`config.mk`:
```
export PLATFORM = sky130hd
export DESIGN_NAME = xid_datapath
export DESIGN_NICKNAME = d
export VERILOG_FILES = /design/src/xid_pkg.sv /design/src/xid_datapath.sv /design/src/xid_phase_gen.sv
export SDC_FILE = /design/constraint.sdc
export NUM_CORES = 1
export LEC_CHECK = 0
export ABC_AREA = 1
export BUFFER_PORTS_ARGS = -buffer_cell sky130_fd_sc_hd__buf_2
export CORE_MARGIN = 1
export CORE_UTILIZATION = 45
export CTS_BUF_LIST = sky130_fd_sc_hd__clkbuf_4 sky130_fd_sc_hd__clkbuf_8
export DETAILED_ROUTE_END_ITERATION = 6
export PLACE_DENSITY_LB_ADDON = 0.3
export SETUP_SLACK_MARGIN = 0.3
export SYNTH_ARGS = -nofsm -noshare
export SYNTH_HDL_FRONTEND = slang
export SYNTH_HIERARCHICAL = 1
export SYNTH_SLANG_ARGS = --single-unit
```
`constraint.sdc`:
```
create_clock -name sys_clk -period 3.4 [get_ports sys_clk]
set_input_delay 0.85 -clock sys_clk [delete_from_list [all_inputs] [get_ports sys_clk]]
set_output_delay 0.85 -clock sys_clk [all_outputs]
set_load 0.02 [all_outputs]
```
`src/xid_pkg.sv`:
```
// constants and types shared by the exclusive-OR datapath files
// assumes a 14-bit program word and an 8-bit data path
package xid_pkg;

    // ****************************************
    // widths and encodings
    // ****************************************
    localparam int XID_WORD_W = 14;
    localparam int XID_DATA_W = 8;
    localparam int XID_ADDR_W = 7;
    localparam int XID_OPC_W = 6;
    // opcode fields in bits 13:8 of the program word
    localparam logic [5:0] XID_OPC_IMM = 6'h3a;
    localparam logic [5:0] XID_OPC_REG = 6'h06;
    // destination bit position in the register form
    localparam int XID_DEST_BIT = 7;
    // reset value of the accumulator and the zero flag
    localparam logic [7:0] XID_ACC_RST = 8'h00;
    localparam logic XID_ZERO_RST = 1'b0;

    // ****************************************
    // timing
    // ****************************************
    localparam int XID_CLK_HZ = 20000000;
    // one instruction cycle, in nanoseconds
    localparam int XID_ICYC_NS = 200;
    localparam int XID_PHASES = 4;
    // system clocks per phase, derived from the rate
    localparam int XID_CLKS_PER_PHASE =
        (XID_ICYC_NS * (XID_CLK_HZ / 1000000)) / (1000 * XID_PHASES);

    // ****************************************
    // types
    // ****************************************
    typedef enum logic [1:0] {
        XID_OP_NONE = 2'b00,
        XID_OP_IMM = 2'b01,
        XID_OP_REG = 2'b10
    } xid_op_t;

endpackage : xid_pkg

```
`src/xid_datapath.sv`:
```
// exclusive-OR execution datapath: immediate and file-register forms
// assumes decode presents a program word held through the phase-1 enable
// and that the file register read data is combinational on file_addr
`timescale 1ns/1ps
module xid_datapath
    import xid_pkg::*;
#(
    parameter int CLKS_PER_PHASE = XID_CLKS_PER_PHASE
)
(
    // clock and reset
    input wire logic sys_clk,
    input wire logic rst_n,
    // instruction from decode
    input wire logic instr_valid,
    input wire logic [13:0] instr_word,
    // file register access
    output logic [6:0] file_addr,
    output logic file_rd_en,
    input wire logic [7:0] file_rdata,
    output logic file_wr_en,
    output logic [7:0] file_wdata,
    // accumulator and status
    output logic [7:0] acc,
    output logic zero_flag,
    output logic zero_we,
    // sequencing
    output logic instr_taken,
    output logic instr_done
);

    // ****************************************
    // reset release and phase sequencing
    // ****************************************
    logic [1:0] rst_sync;
    logic srst_n;
    logic [3:0] phase_en;

    // async assert, two-flop release so every flop leaves reset together
    always_ff @(posedge sys_clk or negedge rst_n)
    begin
        if (!rst_n)
            rst_sync <= 2'b00;
        else
            rst_sync <= {rst_sync[0], 1'b1};
    end
    assign srst_n = rst_sync[1];

    xid_phase_gen #(
        .CLKS_PER_PHASE(CLKS_PER_PHASE)
    ) u_phase (
        .sys_clk(sys_clk),
        .rst_n(srst_n),
        .phase_en(phase_en)
    );

    // ****************************************
    // decode and state
    // ****************************************
    typedef struct packed {
        xid_op_t op;
        logic dest;
        logic [6:0] addr;
        logic [7:0] literal;
        logic [7:0] operand;
        logic [7:0] result;
        logic [7:0] acc;
        logic zero;
    } xid_dp_t;

    xid_dp_t st;
    xid_dp_t next_st;
    logic [5:0] opc;
    logic issue_imm;
    logic issue_reg;

    assign opc = instr_word[13:8];
    // other opcodes are left to the rest of the core and ignored here
    // the phase-1 enable already stands in reset, so gate on the release
    assign issue_imm = srst_n && phase_en[0] && instr_valid &&
        (opc == XID_OPC_IMM);
    assign issue_reg = srst_n && phase_en[0] && instr_valid &&
        (opc == XID_OPC_REG);

    always_comb
    begin
        next_st = st;
        if (phase_en[0])
        begin
            next_st.op = issue_imm ? XID_OP_IMM :
                         issue_reg ? XID_OP_REG : XID_OP_NONE;
            next_st.dest = instr_word[XID_DEST_BIT];
            next_st.addr = instr_word[6:0];
            next_st.literal = instr_word[7:0];
        end
        // read phase picks register or literal
        if (phase_en[1])
        begin
            next_st.operand = (st.op == XID_OP_REG) ? file_rdata : st.literal;
        end
        if (phase_en[2])
        begin
            next_st.result = st.acc ^ st.operand;
        end
        // write phase; a register write leaves the accumulator alone
        if (phase_en[3])
        begin
            if (st.op == XID_OP_IMM || (st.op == XID_OP_REG && !st.dest))
            begin
                next_st.acc = st.result;
            end
            if (st.op != XID_OP_NONE)
            begin
                next_st.zero = (st.result == 8'h00);
            end
            next_st.op = XID_OP_NONE;
        end
    end

    always_ff @(posedge sys_clk or negedge srst_n)
    begin
        if (!srst_n)
        begin
            st.op <= XID_OP_NONE;
            st.dest <= 1'b0;
            st.addr <= 7'h00;
            st.literal <= 8'h00;
            st.operand <= 8'h00;
            st.result <= 8'h00;
            st.acc <= XID_ACC_RST;
            st.zero <= XID_ZERO_RST;
        end
        else
        begin
            st <= next_st;
        end
    end

    // ****************************************
    // outputs
    // ****************************************
    // strobes are combinational on the phase; data comes from flops
    assign file_addr = st.addr;
    assign file_rd_en = phase_en[1] && (st.op == XID_OP_REG);
    assign file_wr_en = phase_en[3] && (st.op == XID_OP_REG) && st.dest;
    assign file_wdata = st.result;
    assign acc = st.acc;
    assign zero_flag = st.zero;
    assign zero_we = phase_en[3] && (st.op != XID_OP_NONE);
    assign instr_taken = issue_imm || issue_reg;
    assign instr_done = zero_we;
endmodule : xid_datapath

```
`src/xid_phase_gen.sv`:
```
// four-phase sequencer for one instruction cycle
// assumes an asynchronous active-low reset whose release is already aligned to sys_clk
`timescale 1ns/1ps
module xid_phase_gen
    import xid_pkg::*;
#(
    parameter int CLKS_PER_PHASE = XID_CLKS_PER_PHASE
)
(
    // clock and reset
    input wire logic sys_clk,
    input wire logic rst_n,
    // phase enables, each one clock wide at its phase's last clock
    output logic [3:0] phase_en
);

    typedef struct packed {
        logic [7:0] div;
        logic [1:0] phase;
        logic [3:0] en;
    } xid_pg_t;

    xid_pg_t st;
    xid_pg_t next_st;

    // divider plus phase counter; the enable marks the phase's last clock
    always_comb
    begin
        next_st = st;
        next_st.en = 4'h0;
        if (st.div == 8'(CLKS_PER_PHASE - 1))
        begin
            next_st.div = 8'h00;
            next_st.phase = st.phase + 2'h1;
        end
        else
        begin
            next_st.div = st.div + 8'h01;
        end
        if (next_st.div == 8'(CLKS_PER_PHASE - 1))
        begin
            next_st.en[next_st.phase] = 1'b1;
        end
    end

    // first phase enable is loaded by reset, ahead of the first edge, for one clock per phase
    always_ff @(posedge sys_clk or negedge rst_n)
    begin
        if (!rst_n)
        begin
            st.div <= 8'h00;
            st.phase <= 2'h0;
            st.en <= (CLKS_PER_PHASE == 1) ? 4'h1 : 4'h0;
        end
        else
        begin
            st <= next_st;
        end
    end

    assign phase_en = st.en;

endmodule : xid_phase_gen

```
==> results.ini <==
[grt]
grt_usage_pct = 17.9
grt_max_degree = 50
grt_pass1_vias = 1828
grt-ovfl-total = 0
grt_pass1_wl_um = 8380
antenna_found_initial = 0

[floorplanning]
num_io_pins = 54
dieHeight_um = 77.4
core_area_um2 = 5510
die_w_um = 77.4
start_util_pct = 46.4
dieArea_um2 = 5990
rows = 27

[pwr]
ir_drop_v = 0.000232
p_per_area_nw_per_um2 = 424
leakagePower_uw = 0.00156

[logic_synthesis]
yosysSeqAreaShare_pct = 50.0
netlist_area_um2 = 2560
synth_top_area_share_pct = 48.9
synth-seq-cells = 51
ys_top_cells_by_area = dfrtp_1, nand2_1, buf_4
syn_area_per_cell_um2 = 8.14
synth-edff-count = 0
synth_flop_cell = dfrtp_1
syn_nets = 341
ys_types = 25
async_reset_ff_share_pct = 100
yosys_warnings = 6
netlist_instances = 314
yosysTopAreaCell = dfrtp_1

[run_status]
status = finished, final reports clean

[route]
drt_wl_total_um = 4920
route.detailed.drc = 0
vias = 1947
ant_nets = 0
dr.pass1.iters = 4
post_drt_via_cell_ratio = 4.68
drt_iter0_markers = 111
detail_route.wl_per_cell_um = 11.8

[final_layout]
nets = 370
area_growth_pct = 9.50
final_cell_count_no_fill = 416
final_cell_mix = nand2_1, buf_2, dfrtp_1
diodes = 0
layout_commonest_cell = nand2_1
drive_gt1_share_pct = 21.8

[timing]
tns_ns = 0
maxSlewViolCount = 0
fmax_mhz = 406
slew_headroom_pct = 58.8
finalHoldViolCount = 0
period_minus_slack_ns = 2.46
rsz0062_at_grt = no
finalCritPeriodShare_pct = 72.5
worst_slew_pin_slew_ns = 0.619
finalSetupViolations = 0
skew_ns = 0.00366

[run]
max-cap-violations = 0

[placed_design]
placedCellCount = 408
gp_congestion = 0.815
port_buffers = 53
dp_hpwl_um = 3630

[clock_network]
postCtsHoldBufs = 0
h-tree-depth = 2
cts_sinks = 51
post_cts_resized = 0
cts.clk_slew.worst_paths_ns = 0.09
clockBufferDepth = 2
cts_buffers = 5
cts_setup_buffers = 0
cts_tree = done
cts_root_buf = clkbuf_8
clk_latency_ns = 0.30

[worst_setup_path]
worstSetupEndpointType = output port
worstSetupStartpointType = register
arrival_ns = 1.61
required_ns = 2.55
worstSetupPathType = register to output port
cp_max_fo = 10

[min_path]
min_path_type = input port to asynchronous set/reset pin

[critical path: stages, from the launching register on]
cell and delay [ns]:
dfstp_2 0.63, inv_2 0.12, nor2_1 0.23, nand3_1 0.10, nand2_1 0.07, buf_2 0.15
[cell usage after synthesis, types with 2 or more instances]
cell type	count
a21oi_1	16
buf_2	2
buf_4	30
dfrtp_1	50
ha_1	2
inv_1	30
inv_2	2
nand2_1	89
nand2_2	2
nand3_1	22
nand4_1	2
nor2_1	33
nor2_2	3
nor3_1	2
o21ai_0	12
xnor2_1	8
[stage by stage]
| stage | area [um2] | hold slack (ns) | worst slack, ns | total power (uW) | util (%) |
|---|---|---|---|---|---|
| 2_1_floorplan | 2560 | 0.331 | 0.602 | 741 | - |
| 3_3_place_gp | 2680 | 0.339 | 1.10 | 760 | 48.7 |
| 3_5_place_dp | 2680 | 0.343 | 1.06 | 764 | 48.7 |
| 4_1_cts | 2800 | 0.299 | 0.914 | 1200 | 50.8 |
| 5_1_grt | 2800 | 0.294 | 0.766 | 1240 | 50.8 |
| 6_report | 2800 | 0.311 | 0.935 | 1190 | 50.8 |
[cell families (layout without fill, tap and decap cells)]
family	count (synthesis)	in the layout	synth area share (%)
compound gates	30	30	6.12
xor+xnor	9	9	3.08
fa+ha+maj	2	2	0.979
buf+inv	66	96	14.5
flops	51	51	50.0
other cells	1	1	0.147
simple gates	155	155	25.2
[path summary, 6_finish.rpt]
kind	start	to	slack, ns	depth (start not counted)
max reg2reg	u_phase/st[6]$_DFF_PN0_	u_phase/phase_en[2]$_DFF_PN0_	1.78	9
max in group asynchronous	rst_sync[1]$_DFF_PN0_	acc[3]$_DFFE_PN0P_	2.60	1
min in group sys_clk	rst_sync[0]$_DFF_PN0_	rst_sync[1]$_DFF_PN0_	0.37	0
max	u_phase/phase_en[0]$_DFF_PN1_	instr_taken	0.94	5
min	rst_n	rst_sync[1]$_DFF_PN0_	0.31	1
min reg2reg	rst_sync[0]$_DFF_PN0_	rst_sync[1]$_DFF_PN0_	0.37	0
[power breakdown]
group | internal (uW) | switching [uW] | total, uW
registers | 630 | 21.6 | 651
clock network | 238 | 198 | 436
logic | 38.6 | 59.8 | 98.4
[metal layers]
metal | vias up | part of all wire, % | GRT usage (%) | routed length, um
li1 | 1001 | - | - | -
met1 | 901 | 47 | 23.5 | 2300
met2 | 43 | 49 | 28.3 | 2390
met3 | 2 | 4.2 | 5.29 | 205
met4 | 0 | 0.49 | 6.04 | 24
met5 | - | 0 | 0 | 0
[sequential cells by signal, summed over array words and instances (netlist names)]
register	flops
file_addr	6
acc	8
zero_flag	1
u_phase/phase_en	4
file_wdata	8
st	12
u_phase/st	10
rst_sync	2
[layout make-up]
class | count | area [um2]
Tap cell | 72 | 90.1
Fill cell | 530 | 2710
Timing Repair Buffer | 55 | 280
Inverter | 33 | 124
Clock inverter | 2 | 35.0
Sequential cell | 51 | 1280
Multi-Input combinational cell | 197 | 908
Clock buffer | 6 | 82.6
Note: power is estimated with default switching activity, not from simulation.
